## src/inc/rr_pkg.sv

```systemverilog
/*
 Package for the return and rotate execution slice: opcode patterns,
 phase codes, register offsets, field positions, reset values and types.
 Assumes it is compiled before every design file that imports it.
*/
package rr_pkg;

    localparam int INSTR_W = 16;
    localparam int PC_W    = 21;
    localparam int DATA_W  = 8;
    localparam int ADDR_W  = 12;
    localparam int RADDR_W = 3;

    // Opcode patterns and the masks that pick the fixed bits
    localparam logic [15:0] PAT_RET_INT = 16'h0010;
    localparam logic [15:0] MSK_RET_INT = 16'hFFFE;
    localparam logic [15:0] PAT_RETURN  = 16'h0012;
    localparam logic [15:0] MSK_RETURN  = 16'hFFFE;
    localparam logic [15:0] PAT_RET_LIT = 16'h0C00;
    localparam logic [15:0] MSK_RET_LIT = 16'hFF00;
    localparam logic [15:0] PAT_ROT_C   = 16'h3400;
    localparam logic [15:0] MSK_ROT_C   = 16'hFC00;
    localparam logic [15:0] PAT_ROT_NC  = 16'h4400;
    localparam logic [15:0] MSK_ROT_NC  = 16'hFC00;

    // Instruction word fields
    localparam int BIT_SHADOW = 0;
    localparam int BIT_ACCESS = 8;
    localparam int BIT_DEST   = 9;

    // Phases of one instruction cycle
    localparam logic [1:0] PH_Q1 = 2'h0;
    localparam logic [1:0] PH_Q2 = 2'h1;
    localparam logic [1:0] PH_Q3 = 2'h2;
    localparam logic [1:0] PH_Q4 = 2'h3;

    // Addressing constants
    localparam logic [7:0] ILO_LIMIT    = 8'h5F;
    localparam logic [7:0] ACCESS_SPLIT = 8'h60;
    localparam logic [3:0] ACCESS_HI_BK = 4'hF;
    localparam logic [3:0] ACCESS_LO_BK = 4'h0;

    // Status field positions
    localparam int ST_C_BIT = 0;
    localparam int ST_Z_BIT = 2;
    localparam int ST_N_BIT = 4;

    // Control field positions
    localparam int CTRL_EXT_BIT     = 0;
    localparam int CTRL_RETLOW_BIT  = 1;
    localparam int INTEN_HIGH_BIT   = 0;
    localparam int INTEN_LOW_BIT    = 1;

    // Register offsets
    localparam logic [2:0] REG_CTRL   = 3'h0;
    localparam logic [2:0] REG_WORK   = 3'h1;
    localparam logic [2:0] REG_STATUS = 3'h2;
    localparam logic [2:0] REG_BANK   = 3'h3;
    localparam logic [2:0] REG_INTEN  = 3'h4;
    localparam logic [2:0] REG_CORE   = 3'h5;

    // Reset values
    localparam logic [7:0]    RST_BYTE = 8'h00;
    localparam logic [3:0]    RST_BANK = 4'h0;
    localparam logic [1:0]    RST_CTRL = 2'h0;
    localparam logic [PC_W-1:0] RST_PC = 21'h000000;
    localparam logic [ADDR_W-1:0] RST_ADDR = 12'h000;

    typedef enum logic [1:0] {
        ST_RUN   = 2'b01,
        ST_STALL = 2'b10
    } rr_state_t;

    typedef enum logic [5:0] {
        OP_NONE    = 6'b000001,
        OP_RET_INT = 6'b000010,
        OP_RET_LIT = 6'b000100,
        OP_RETURN  = 6'b001000,
        OP_ROT_C   = 6'b010000,
        OP_ROT_NC  = 6'b100000
    } rr_op_t;

endpackage

```

## src/verilog/rr_exec_core.sv

```systemverilog
/*
 Execution core for returns and rotate-left operations. Holds the live
 working, status and bank-select registers and the two global interrupt
 enables, and sequences the four phases of every instruction cycle.
 Assumes: instruction word valid in phase Q1; data memory answers a read
 issued in Q2 with data in Q3; the return stack sits outside and shows its
 top on stack_top_in, dropping one level on each stack_pop_out pulse.
*/
// The address map and the strobed register port were left to the implementer.
`timescale 1ns/1ps
`default_nettype none

module rr_exec_core
    import rr_pkg::*;
(
    input  wire logic                       mclk_in,
    input  wire logic                       rst_b_in,
    input  wire logic [rr_pkg::INSTR_W-1:0] instr_in,
    input  wire logic                       instr_valid_in,
    input  wire logic [rr_pkg::PC_W-1:0]    stack_top_in,
    input  wire logic [rr_pkg::DATA_W-1:0]  shadow_working_reg_in,
    input  wire logic [rr_pkg::DATA_W-1:0]  shadow_status_reg_in,
    input  wire logic [3:0]                 shadow_bank_select_reg_in,
    input  wire logic [rr_pkg::ADDR_W-1:0]  index_base_in,
    input  wire logic [rr_pkg::DATA_W-1:0]  mem_rdata_in,
    input  wire logic [rr_pkg::RADDR_W-1:0] reg_addr_in,
    input  wire logic [rr_pkg::DATA_W-1:0]  reg_wdata_in,
    input  wire logic                       reg_wr_in,
    input  wire logic                       reg_rd_in,
    output logic      [rr_pkg::DATA_W-1:0]  reg_rdata_out,
    output logic      [1:0]                 phase_out,
    output logic                            busy_out,
    output logic      [rr_pkg::PC_W-1:0]    pc_out,
    output logic                            pc_load_out,
    output logic                            stack_pop_out,
    output logic      [rr_pkg::ADDR_W-1:0]  mem_addr_out,
    output logic                            mem_rd_out,
    output logic                            mem_wr_out,
    output logic      [rr_pkg::DATA_W-1:0]  mem_wdata_out,
    output logic      [rr_pkg::DATA_W-1:0]  working_reg_out,
    output logic      [rr_pkg::DATA_W-1:0]  status_reg_out,
    output logic      [3:0]                 bank_select_reg_out,
    output logic                            high_prio_global_int_enable_out,
    output logic                            low_prio_global_int_enable_out
);
    import rr_pkg::*;

    function automatic rr_op_t decode_op(input logic [INSTR_W-1:0] w);
        rr_op_t op;
        op = OP_NONE;
        if ((w & MSK_RET_INT) == PAT_RET_INT) begin
            op = OP_RET_INT;
        end else if ((w & MSK_RETURN) == PAT_RETURN) begin
            op = OP_RETURN;
        end else if ((w & MSK_RET_LIT) == PAT_RET_LIT) begin
            op = OP_RET_LIT;
        end else if ((w & MSK_ROT_C) == PAT_ROT_C) begin
            op = OP_ROT_C;
        end else if ((w & MSK_ROT_NC) == PAT_ROT_NC) begin
            op = OP_ROT_NC;
        end
        return op;
    endfunction

    function automatic logic [ADDR_W-1:0] resolve_addr(
        input logic [7:0]        f,
        input logic              a,
        input logic              ext,
        input logic [3:0]        bank,
        input logic [ADDR_W-1:0] base
    );
        logic [ADDR_W-1:0] addr;
        addr = {bank, f};
        if (!a) begin
            if (ext && (f <= ILO_LIMIT)) begin
                addr = base + {4'h0, f};
            end else if (f >= ACCESS_SPLIT) begin
                addr = {ACCESS_HI_BK, f};
            end else begin
                addr = {ACCESS_LO_BK, f};
            end
        end
        return addr;
    endfunction

    rr_state_t             state_reg, state_next;
    rr_op_t                op_reg, op_next;
    logic [INSTR_W-1:0]    instr_reg, instr_next;
    logic [1:0]            phase_reg, phase_next;
    logic [1:0]            ctrl_reg, ctrl_next;
    logic [DATA_W-1:0]     work_reg, work_next;
    logic [DATA_W-1:0]     status_reg, status_next;
    logic [3:0]            bank_reg, bank_next;
    logic                  ien_high_reg, ien_high_next;
    logic                  ien_low_reg, ien_low_next;
    logic [PC_W-1:0]       pc_reg, pc_next;
    logic                  pc_load_reg, pc_load_next;
    logic                  pop_reg, pop_next;
    logic [ADDR_W-1:0]     maddr_reg, maddr_next;
    logic                  mrd_reg, mrd_next;
    logic                  mwr_reg, mwr_next;
    logic [DATA_W-1:0]     mwdata_reg, mwdata_next;
    logic [DATA_W-1:0]     rdata_reg, rdata_next;
    logic                  busy_reg, busy_next;
    logic [DATA_W-1:0]     rot_result;
    logic                  rot_carry;
    logic                  rot_neg;
    logic                  rot_zero;
    logic                  is_return;
    logic                  is_rotate;

    rr_rotate_unit u_rotate (
        .src_in        (mem_rdata_in),
        .carry_in      (status_reg[ST_C_BIT]),
        .thru_carry_in (op_reg == OP_ROT_C),
        .result_out    (rot_result),
        .carry_out     (rot_carry),
        .neg_out       (rot_neg),
        .zero_out      (rot_zero)
    );

    assign is_return = (op_reg == OP_RET_INT) || (op_reg == OP_RET_LIT) || (op_reg == OP_RETURN);
    assign is_rotate = (op_reg == OP_ROT_C) || (op_reg == OP_ROT_NC);

    // Sequencing: phase counter, decode and the stall cycle of returns
    always_comb begin
        phase_next = phase_reg + 2'h1;
        state_next = state_reg;
        op_next    = op_reg;
        instr_next = instr_reg;
        busy_next  = busy_reg;
        case (phase_reg)
            PH_Q1: begin
                if ((state_reg == ST_RUN) && instr_valid_in) begin
                    op_next    = decode_op(instr_in);
                    instr_next = instr_in;
                end
            end
            PH_Q3: begin
                // Busy covers the whole following cycle of a return
                busy_next = is_return || (state_reg == ST_STALL);
            end
            PH_Q4: begin
                op_next = OP_NONE;
                case (state_reg)
                    ST_RUN: begin
                        state_next = is_return ? ST_STALL : ST_RUN;
                    end
                    ST_STALL: begin
                        state_next = ST_RUN;
                        busy_next  = 1'b0;
                    end
                    default: begin
                        state_next = ST_RUN;
                    end
                endcase
            end
            default: begin
            end
        endcase
    end

    always_ff @(posedge mclk_in) begin
        if (!rst_b_in) begin
            phase_reg <= PH_Q1;
            state_reg <= ST_RUN;
            op_reg    <= OP_NONE;
            instr_reg <= 16'h0000;
            busy_reg  <= 1'b0;
        end else begin
            phase_reg <= phase_next;
            state_reg <= state_next;
            op_reg    <= op_next;
            instr_reg <= instr_next;
            busy_reg  <= busy_next;
        end
    end

    // Datapath, core register file and software access
    always_comb begin
        ctrl_next     = ctrl_reg;
        work_next     = work_reg;
        status_next   = status_reg;
        bank_next     = bank_reg;
        ien_high_next = ien_high_reg;
        ien_low_next  = ien_low_reg;
        pc_next       = pc_reg;
        pc_load_next  = 1'b0;
        pop_next      = 1'b0;
        maddr_next    = maddr_reg;
        mrd_next      = 1'b0;
        mwr_next      = 1'b0;
        mwdata_next   = mwdata_reg;
        rdata_next    = RST_BYTE;

        if (reg_rd_in) begin
            case (reg_addr_in)
                REG_CTRL:   rdata_next = {6'h00, ctrl_reg};
                REG_WORK:   rdata_next = work_reg;
                REG_STATUS: rdata_next = status_reg;
                REG_BANK:   rdata_next = {4'h0, bank_reg};
                REG_INTEN:  rdata_next = {6'h00, ien_low_reg, ien_high_reg};
                REG_CORE:   rdata_next = {busy_reg, 1'b0, op_reg};
                default:    rdata_next = RST_BYTE;
            endcase
        end
        if (reg_wr_in) begin
            case (reg_addr_in)
                REG_CTRL:   ctrl_next = reg_wdata_in[1:0];
                REG_WORK:   work_next = reg_wdata_in;
                REG_STATUS: status_next = reg_wdata_in;
                REG_BANK:   bank_next = reg_wdata_in[3:0];
                REG_INTEN: begin
                    ien_high_next = reg_wdata_in[INTEN_HIGH_BIT];
                    ien_low_next  = reg_wdata_in[INTEN_LOW_BIT];
                end
                default: begin
                end
            endcase
        end

        // Core updates follow the bus so a hardware set wins a software clear
        if ((phase_reg == PH_Q1) && (state_reg == ST_RUN) && instr_valid_in) begin
            if ((decode_op(instr_in) == OP_ROT_C) || (decode_op(instr_in) == OP_ROT_NC)) begin
                maddr_next = resolve_addr(instr_in[7:0], instr_in[BIT_ACCESS],
                    ctrl_reg[CTRL_EXT_BIT], bank_reg, index_base_in);
                mrd_next   = 1'b1;
            end
        end
        if ((phase_reg == PH_Q3) && is_rotate) begin
            if (instr_reg[BIT_DEST]) begin
                mwr_next    = 1'b1;
                mwdata_next = rot_result;
            end else begin
                work_next = rot_result;
            end
            status_next[ST_N_BIT] = rot_neg;
            status_next[ST_Z_BIT] = rot_zero;
            status_next[ST_C_BIT] = rot_carry;
        end
        if ((phase_reg == PH_Q3) && is_return) begin
            // The program counter is reloaded from the stack top; no latch register is driven
            pc_next      = stack_top_in;
            pc_load_next = 1'b1;
            pop_next     = 1'b1;
            if (op_reg == OP_RET_LIT) begin
                work_next = instr_reg[7:0];
            end else if (instr_reg[BIT_SHADOW]) begin
                work_next   = shadow_working_reg_in;
                status_next = shadow_status_reg_in;
                bank_next   = shadow_bank_select_reg_in;
            end
            if (op_reg == OP_RET_INT) begin
                if (ctrl_reg[CTRL_RETLOW_BIT]) begin
                    ien_low_next = 1'b1;
                end else begin
                    ien_high_next = 1'b1;
                end
            end
        end
    end

    always_ff @(posedge mclk_in) begin
        if (!rst_b_in) begin
            ctrl_reg     <= RST_CTRL;
            work_reg     <= RST_BYTE;
            status_reg   <= RST_BYTE;
            bank_reg     <= RST_BANK;
            ien_high_reg <= 1'b0;
            ien_low_reg  <= 1'b0;
            pc_reg       <= RST_PC;
            pc_load_reg  <= 1'b0;
            pop_reg      <= 1'b0;
            maddr_reg    <= RST_ADDR;
            mrd_reg      <= 1'b0;
            mwr_reg      <= 1'b0;
            mwdata_reg   <= RST_BYTE;
            rdata_reg    <= RST_BYTE;
        end else begin
            ctrl_reg     <= ctrl_next;
            work_reg     <= work_next;
            status_reg   <= status_next;
            bank_reg     <= bank_next;
            ien_high_reg <= ien_high_next;
            ien_low_reg  <= ien_low_next;
            pc_reg       <= pc_next;
            pc_load_reg  <= pc_load_next;
            pop_reg      <= pop_next;
            maddr_reg    <= maddr_next;
            mrd_reg      <= mrd_next;
            mwr_reg      <= mwr_next;
            mwdata_reg   <= mwdata_next;
            rdata_reg    <= rdata_next;
        end
    end

    assign reg_rdata_out                   = rdata_reg;
    assign phase_out                       = phase_reg;
    assign busy_out                        = busy_reg;
    assign pc_out                          = pc_reg;
    assign pc_load_out                     = pc_load_reg;
    assign stack_pop_out                   = pop_reg;
    assign mem_addr_out                    = maddr_reg;
    assign mem_rd_out                      = mrd_reg;
    assign mem_wr_out                      = mwr_reg;
    assign mem_wdata_out                   = mwdata_reg;
    assign working_reg_out                 = work_reg;
    assign status_reg_out                  = status_reg;
    assign bank_select_reg_out             = bank_reg;
    assign high_prio_global_int_enable_out = ien_high_reg;
    assign low_prio_global_int_enable_out  = ien_low_reg;

endmodule // rr_exec_core

`default_nettype wire

```

## src/verilog/rr_rotate_unit.sv

```systemverilog
/*
 Rotate-left datapath: rotates one byte with or without the carry and
 derives the carry, negative and zero results.
 Assumes a purely combinational use by the execution core.
*/
`timescale 1ns/1ps
`default_nettype none

module rr_rotate_unit
    import rr_pkg::*;
(
    input  wire logic [rr_pkg::DATA_W-1:0] src_in,
    input  wire logic                      carry_in,
    input  wire logic                      thru_carry_in,
    output logic      [rr_pkg::DATA_W-1:0] result_out,
    output logic                           carry_out,
    output logic                           neg_out,
    output logic                           zero_out
);

    always_comb begin
        result_out = {src_in[DATA_W-2:0], src_in[DATA_W-1]};
        if (thru_carry_in) begin
            result_out[0] = carry_in;
        end
        carry_out  = thru_carry_in ? src_in[DATA_W-1] : carry_in;
        neg_out    = result_out[DATA_W-1];
        zero_out   = (result_out == RST_BYTE);
    end

endmodule // rr_rotate_unit

`default_nettype wire

```

## config.mk

```make
export PLATFORM = sky130hd
export DESIGN_NAME = rr_exec_core
export DESIGN_NICKNAME = d
export VERILOG_FILES = /design/src/inc/rr_pkg.sv /design/src/verilog/rr_exec_core.sv /design/src/verilog/rr_rotate_unit.sv
export SDC_FILE = /design/constraint.sdc
export NUM_CORES = 1
export LEC_CHECK = 0
export BUFFER_PORTS_ARGS = -buffer_cell sky130_fd_sc_hd__buf_4
export CAP_MARGIN = 0
export CELL_PAD_IN_SITES_DETAIL_PLACEMENT = 1
export CELL_PAD_IN_SITES_GLOBAL_PLACEMENT = 1
export CORE_MARGIN = 2
export CORE_UTILIZATION = 36
export CTS_CLUSTER_SIZE = 14
export DETAILED_ROUTE_END_ITERATION = 12
export GPL_TIMING_DRIVEN = 0
export PLACE_DENSITY_LB_ADDON = 0.1
export RECOVER_POWER = 25
export SETUP_SLACK_MARGIN = 0.05
export SKIP_CTS_REPAIR_TIMING = 1
export SYNTH_ARGS = -nofsm -noshare
export SYNTH_HDL_FRONTEND = slang
export SYNTH_SLANG_ARGS = --single-unit
export TNS_END_PERCENT = 10
```

## constraint.sdc

```tcl
create_clock -name mclk_in -period 2.1 [get_ports mclk_in]
set_input_delay 0.42 -clock mclk_in [delete_from_list [all_inputs] [get_ports mclk_in]]
set_output_delay 0.42 -clock mclk_in [all_outputs]
set_load 0.02 [all_outputs]
```

**Word level (Yosys, flattened, before mapping)**

Cells that the tools add are included.

- Bits in registers: 97
- Word-level logic and storage cells: 121
- Input bits: 93
- Output and inout port bits: 78

- Reduce and logical (&&, ||, !) cells: 25
- Mux-type cells: 51
- Add/subtract/negate cells: 2
- Equal/unequal tests: 23
- $lt $le $gt $ge: 2

Operators with widths:

| cell | count |
|---|---|
| 8-bit two-way mux | 12 |
| 8-bit case mux with 6 select lines | 1 |
| 6-bit two-way mux | 7 |
| 12-bit two-way mux | 3 |
| 15-bit by 4-bit equality test with 1-bit output, second input constant | 2 |
| 4-bit two-way mux | 5 |
| 1-bit two-way mux | 19 |
| 6-bit by 5-bit equality test with 1-bit output, second input constant | 3 |
| 2-bit AND reduction | 9 |
| 12-bit by 8-bit adder with 12-bit output | 1 |
| 6-bit by 4-bit equality test with 1-bit output, second input constant | 2 |
| 6-bit equality test, second input constant | 2 |
| 6-bit case mux with 2 select lines | 1 |
| 8-bit by 4-bit equality test with 1-bit output, second input constant | 1 |
| 8-bit by 7-bit greater-or-equal comparator with 1-bit output, second input constant | 1 |
| 8-bit by 7-bit less-or-equal comparator with 1-bit output, second input constant | 1 |
| 8-bit zero test | 1 |
| 2-bit equality test, second input constant | 3 |
| 3-bit by 2-bit equality test with 1-bit output, second input constant | 2 |
| 3-bit equality test, second input constant | 2 |
| 6-bit by 2-bit equality test with 1-bit output, second input constant | 1 |
| 6-bit by 3-bit equality test with 1-bit output, second input constant | 1 |
| 1-bit logical AND | 6 |
| 1-bit logical OR | 5 |
| 9 further kinds | 12 |

**Logic depth before layout (Yosys ltp)**

Gate-level depths: netlist (run 1).

- Word-level depth: 10
- Mapped depth: 9
- Depth with buffers taken out: 9

**Hierarchy**

Synthesis (run 1) repeated with hierarchy kept, for this count alone.

- Cells, all modules: 596
- Area total of the unflattened synthesis: 4991.0 µm²

Modules (own cells, without submodules):

| module | area each (µm²) | cells each | times used |
|---|---|---|---|
| rr_exec_core | 4884.7 | 583 | 1 |
| rr_rotate_unit | 106.4 | 13 | 1 |

**Worst setup path after synthesis (run 1)**

OpenSTA, ideal clock, no wires.

- Kind: input port to flip-flop
- Start point: in instr_in[0] (netlist bit)
- End point: reg maddr_reg[6], in the netlist mem_addr_out[6]
- Slack: 103 ps
- Required time: 2022 ps
- Arrival time: 1919 ps
- Path buffers: 0
- Cell stages on the path: 9
- Library setup time: 78 ps
- Cell sequence: ha_1 > inv_1 > fa_1 > nor2b_1 > o31a_1 > o21a_1 > nor3_1 > o311a_1 > nor3_1

- Cells in the longest elaborated chain, start to end: 4
- Elaborated cells between the ends (all ways): 5
- Classes of those cells: 1 x add/sub; 1 x order compare; 2 x mux; 1 x reduce/logical

RTL lines:

| element | RTL line | source |
|---|---|---|
| from (decl) | rr_exec_core.sv:18 | `input wire logic [rr_pkg::INSTR_W-1:0] instr_in,` |
| parallel branches: the longest is 2 deep, another holds 12-bit by 8-bit adder with 12-bit output | - |  |
| 12-bit two-way mux (*) | rr_exec_core.sv:75 | `if (ext && (f <= ILO_LIMIT)) begin` |
| 12-bit two-way mux (*) | rr_exec_core.sv:74 | `if (!a) begin` |
| to (signal assigned) | rr_exec_core.sv:289 | `maddr_reg <= maddr_next;` |
| to (decl) | rr_exec_core.sv:99 | `logic [ADDR_W-1:0] maddr_reg, maddr_next;` |

Mark *: on every way between the ends.
A chain may end at the register's enable or synchronous reset.

**Final worst setup path (run 1)**

Same ends and word-level chain as after synthesis.

==> results of run 1 <==
[cell usage after synthesis, types with 4 or more instances]
cell       n  area [µm²]
mux2i_1   29         290
nand2_1   95         357
nor2b_1    8        50.1
a211oi_1  14         105
nand2b_1   7        43.8
o21a_1     6        45.0
clkbuf_1  21        78.8
dfxtp_1   96        1920
xnor2_1    4        35.0
a21oi_1   67         335
nor2_1    66         248
buf_2      7        35.0
inv_1     10        37.5
nand3_1   17        85.1
ha_1      11         138
mux2_2     4        45.0
a22oi_1   10        75.1
o21ai_0   20         100
o22ai_1    8        50.1
and2_1     5        31.3
nor3_1    14        70.1
a31oi_1    9        56.3
[routing by layer]
layer	GRT usage, %	vias to the layer above	share of wire [%]
met5	0	-	0
met4	8.24	0	2.1
met3	5.75	21	5.9
met2	39.4	143	48
met1	30.3	2392	44
li1	-	2459	-
[worst min-delay path by stage]
stage | start | end | slack [ns]
global route | stack_top_in[6] | pc_out[6] | 0.31
CTS | stack_top_in[4] | pc_out[4] | 0.30
floorplan | instr_reg[1] | instr_reg[1] | 0.43
detailed placement | mem_wdata_out[2] | mem_wdata_out[2] | 0.45
finish | shadow_status_reg_in[4] | status_reg_out[4] | 0.31
global placement | pc_out[18] | pc_out[18] | 0.44
[layout make-up]
type | instances | area [µm²]
Fill cell | 1666 | 6670
Buffer | 37 | 188
Inverter | 11 | 41.3
Timing Repair Buffer | 172 | 1130
Clock inverter | 5 | 41.3
Clock buffer | 11 | 233
Multi-Input combinational cell | 448 | 2690
Sequential cell | 96 | 1920
Tap cell | 176 | 220
[cells by family (layout without fill, tap and decap cells)]
| logic type | Yosys count | after routing | synth area share (%) |
|---|---|---|---|
| flops | 96 | 96 | 40.1 |
| compound gates | 157 | 157 | 20.2 |
| mux | 35 | 35 | 7.78 |
| xor+xnor | 6 | 6 | 1.10 |
| simple gates | 238 | 238 | 22.9 |
| fa+ha+maj | 12 | 12 | 3.29 |
| buf+inv | 48 | 236 | 4.67 |
[stage by stage]
stage          cell area (µm²)  std cells  TNS (ns)  total power [mW]
6_report                  6470        956         0              4.02
5_1_grt                   6470        956         0              4.20
4_1_cts                   6550        952         0              4.04
3_5_place_dp              6270        936     -1.54              2.47
3_3_place_gp              6270        936     -1.02              2.46
2_1_floorplan             4790        592         0              2.19
[power by group through the flow]
stage,combinational [mW],sequential (mW),clock [mW]
3_3_place_gp,0.536,1.92,0
2_1_floorplan,0.255,1.93,0
5_1_grt,0.621,1.88,1.70
3_5_place_dp,0.551,1.92,0
4_1_cts,0.555,1.88,1.60
6_report,0.569,1.88,1.57
[worst register-to-register path: stages, from the launching register on]
cell and delay, ns:
dfxtp_1 0.30, clkbuf_2 0.19, xor2_1 0.18, mux2_4 0.30, and2_1 0.16, buf_6 0.14
nand3b_4 0.09, buf_6 0.16, mux2i_1 0.19, nor2_1 0.05
==> metrics.txt, run 1 <==
status completed; Via Count 5,015; Ys Warns 0; routability cong. 0.795; WP depth 10; hold violation count in the final report 0; clock sink count 96; FF-to-FF End status_reg_out[4]; worst slew pin tran 0.779 ns; Post-synth EDFFs 0; Crit Path Max Fanout 4; Critical Path Sink Type flip-flop; Seq/Total Area, Yosys 40.1%; layout cells sized above 1 24.0%; Final min period 1.97 ns; htree depth 3; first-pass iteration count of the detailed router 4; Final setup viols 0; CTS buffer count 9; max-slew violation count 0; synthesized area 4790 µm²; die width 119 µm; CP startpoint instr_in[0]; peak supply drop 301 µV; num ports 171; sw frac 27.4%; setup slack after layout 0.127 ns; family with the most delay on the worst path compound AO/OA/AOI/OAI gates; Area growth, synth to finish 35.0%; initial cell density of the core 36.5%; initial antenna violation count 0; All-Layer GR Usage 23.8%; Syn Area/Cell 8.09 µm²; Setup crit start kind input port; Core Box Area 13,100 µm²; diode count 0; row count 42; Leak Pwr 2.64 nW; Critical Path AT 2.25 ns; most common cell after layout, fill and taps aside buf_4; Critical path destination mem_addr_out[6]; DRC 0; Die Ht 119 µm; post-DR vias/cell 5.25; worst skew pair latency 0.36 ns; vias in the first global route 5,135; TritonCTS clock tree done; Mapped Cells 592; Iter 0 DRT Violations 216; final design utilization 49.2%; CP cell instances buf_4 > ha_2 > inv_1 > fa_2 > nor2b_2 > o31a_1 > o21a_1 > nor3_1 > o311a_1 > nor3_1; crit share post-route 93.9%; nets 880; Routed Antenna Nets 0; Worst Hold Class in2reg; CTS Buffer Depth 2; combinational share of power 14.1%; total global routing overflow 0; largest net degree at the start of global routing 17; maxcap violations 0; HPWL Detailed 13,000 µm; R2R Setup Slk 0.22 ns; post-place setup slack -0.345 ns; Syn Nets 697; Primary FF master, synth dfxtp_1; CP bufs+invs 2; Clock power frac 39.1%; Critical Path Most Common Cell nor3_1; Worst path slowest cell fa_2; r2r startpoint op_reg[3]; Sw Pwr 1.10 mW; area of the die 14,200 µm²; Reg power frac 46.7%; Port Buffer Count 168; Largest stage delay, worst path 0.36 ns; WP data required 2.38 ns; fmax 507 MHz; RSZ-0062 raised after global routing false; Unique masters post-synth 63; DR WL/cell 17.6 µm; R2R cell count 9; Worst Skew 0.00908 ns; Reg clk slew, reported paths 0.07 ns; post-synthesis async set-or-reset flop share 0%; max FFs per register 21; critical path class in2reg; hold_ws 0.308 ns; Hold Crit Depth 3; Synth Register Bits 96; pwr/cell area 622 nW/µm²; most frequent cells in the layout buf_4 (133), dfxtp_1 (96), nand2_1 (94); first-pass GRT wire length 26,700 µm; Root Driver clkbuf_16; Worst slew margin 48.1%; Cell Int Power 2.92 mW; DRT Wirelength 16,800 µm
Power figures use the tool's default switching activity.
==> run 2, diff against run 1 <==
--- a/config.mk
+++ b/config.mk
@@ -5,16 +5,16 @@
 export SDC_FILE = /design/constraint.sdc
 export NUM_CORES = 1
 export LEC_CHECK = 0
-export BUFFER_PORTS_ARGS = -buffer_cell sky130_fd_sc_hd__buf_4
 export CAP_MARGIN = 0
 export CELL_PAD_IN_SITES_DETAIL_PLACEMENT = 1
 export CELL_PAD_IN_SITES_GLOBAL_PLACEMENT = 1
 export CORE_MARGIN = 2
-export CORE_UTILIZATION = 36
+export CORE_UTILIZATION = 45
 export CTS_CLUSTER_SIZE = 14
 export DETAILED_ROUTE_END_ITERATION = 12
+export DONT_BUFFER_PORTS = 1
 export GPL_TIMING_DRIVEN = 0
-export PLACE_DENSITY_LB_ADDON = 0.1
+export PLACE_DENSITY_LB_ADDON = 0.2
 export RECOVER_POWER = 25
 export SETUP_SLACK_MARGIN = 0.05
 export SKIP_CTS_REPAIR_TIMING = 1
==> run 2 against run 1 <==
  * Worst setup slack improved by 0.030 ns
  * Critical path depth decreased by 2
  * Wire length decreased by 5.2%
  * Final cell count decreased by 22%
==> metrics.txt, run 2 (synthesis gave the netlist of run 1 again) <==
status completed; die width 107 µm; max-slew violation count 0; Crit Path Max Fanout 10; Critical Path Sink Type flip-flop; final design utilization 50.8%; post-DR vias/cell 5.93; DR WL/cell 21.3 µm; hold violation count in the final report 0; Critical Path AT 2.19 ns; Area growth, synth to finish 9.43%; clock sink count 96; Non-Filler Instances 750; Die Ht 107 µm; Routed Antenna Nets 0; max FFs per register 21; DRT Wirelength 15,900 µm; most frequent cells in the layout nand2_1 (94), dfxtp_1 (94), a21oi_1 (67); Iter 0 DRT Violations 230; initial cell density of the core 46.4%; nets 714; Reg clk slew, reported paths 0.10 ns; Cells after DPL 728; critical path class reg2reg; peak supply drop 358 µV; crit share post-route 92.5%; Leak Pwr 1.96 nW; largest net degree at the start of global routing 17; Final min period 1.94 ns; total global routing overflow 0; worst skew pair latency 0.37 ns; worst slew pin tran 0.742 ns; RSZ-0062 raised after global routing true; num ports 171; WP data required 2.34 ns; diode count 0; TritonCTS clock tree done; initial antenna violation count 0; CTS Buffer Depth 2; first-pass GRT wire length 24,600 µm; CTS buffer count 9; R2R cell count 8; fmax 515 MHz; hold path start stack_top_in[4]; Hold Crit Depth 2; Final setup viols 0; Via Count 4,447; Worst slew margin 50.6%; htree depth 3; routability cong. 0.885; All-Layer GR Usage 27.5%; Root Driver clkbuf_8; area of the die 11,500 µm²; R2R Setup Slk 0.16 ns; vias in the first global route 4,632; Port Buffer Count 0; Setup crit start kind flip-flop; FF-to-FF End status_reg_out[4]; DRC 0; Core Box Area 10,300 µm²; Worst Skew 0.00756 ns; Worst Hold Class in2reg; HPWL Detailed 12,100 µm; row count 37; pwr/cell area 671 nW/µm²; maxcap violations 0; first-pass iteration count of the detailed router 5; Final Power 3.52 mW; r2r startpoint op_reg[2]; layout cells sized above 1 9.93%; WHS Endpoint pc_out[4]
[run 2: changes by cell type in the layout (fill, tap and decap cells not counted), moves of 2 or more]
cell / previous run / this run
ha_1: 9 / 11
buf_4: 133 / 11
clkbuf_1: 63 / 18
ha_2: 2 / 0
dfxtp_1: 96 / 94
clkbuf_8: 0 / 9
clkbuf_16: 9 / 0
[run 2: final cells by class]
type / instances / area, µm²
clock inverter: 6 / 67.6
clock buffer: 10 / 128
sequential: 96 / 1930
inverter: 11 / 41.3
tap: 136 / 170
buffer: 36 / 185
multi-input combinational: 448 / 2670
fill: 1274 / 5080
timing repair buffer: 7 / 52.6
[run 2: how the worst max path moves through the flow]
stage / start / endpoint / slack (ns) / cells after the start
after floorplan: instr_in[0] / mem_addr_out[6] / 0.10 / 9
after global placement: instr_in[0] / mem_addr_out[6] / -0.07 / 9
after detailed placement: instr_in[6] / mem_addr_out[11] / -0.21 / 7
after CTS: phase_out[0] / working_reg_out[6] / -0.17 / 9
after global routing: phase_out[0] / working_reg_out[5] / 0.04 / 9
final: op_reg[2] / status_reg_out[4] / 0.16 / 8
[run 2: report_power, final]
| part | leakage, nW | total, mW | switching [mW] | internal [mW] |
|---|---|---|---|---|
| Clock | 0.0929 | 1.26 | 0.703 | 0.556 |
| Combinational | 1.09 | 0.356 | 0.219 | 0.137 |
| Sequential | 0.777 | 1.90 | 0.0536 | 1.85 |
| Total | 1.96 | 3.52 | 0.976 | 2.54 |
[run 2: worst max-delay path, cell delays in order (launching register included)]
cell and delay (ns):
dfxtp_1 0.56, nor2_1 0.17, mux2_4 0.30, and2_1 0.15
buf_6 0.13, nand3b_4 0.08, buf_6 0.16, mux2i_1 0.20
nor2_1 0.05
[run 2: per-layer routing]
layer	vias up	global-route usage [%]	wire length [µm]
met5	-	0	0
met4	0	7.61	227
met3	23	6.38	1170
met2	145	47.7	7890
met1	2159	33.9	6650
li1	2120	-	-
[run 2: through the flow]
step | hold WS (ns) | setup slack (ns) | instance area, µm² | setup TNS (ns)
global placement | 0.447 | -0.0728 | 4960 | -0.461
detailed placement | 0.447 | -0.209 | 4960 | -1.47
floorplan | 0.433 | 0.103 | 4790 | 0
finish | 0.168 | 0.158 | 5240 | 0
global route | 0.161 | 0.0437 | 5240 | 0
CTS | 0.161 | -0.167 | 5160 | -1.01
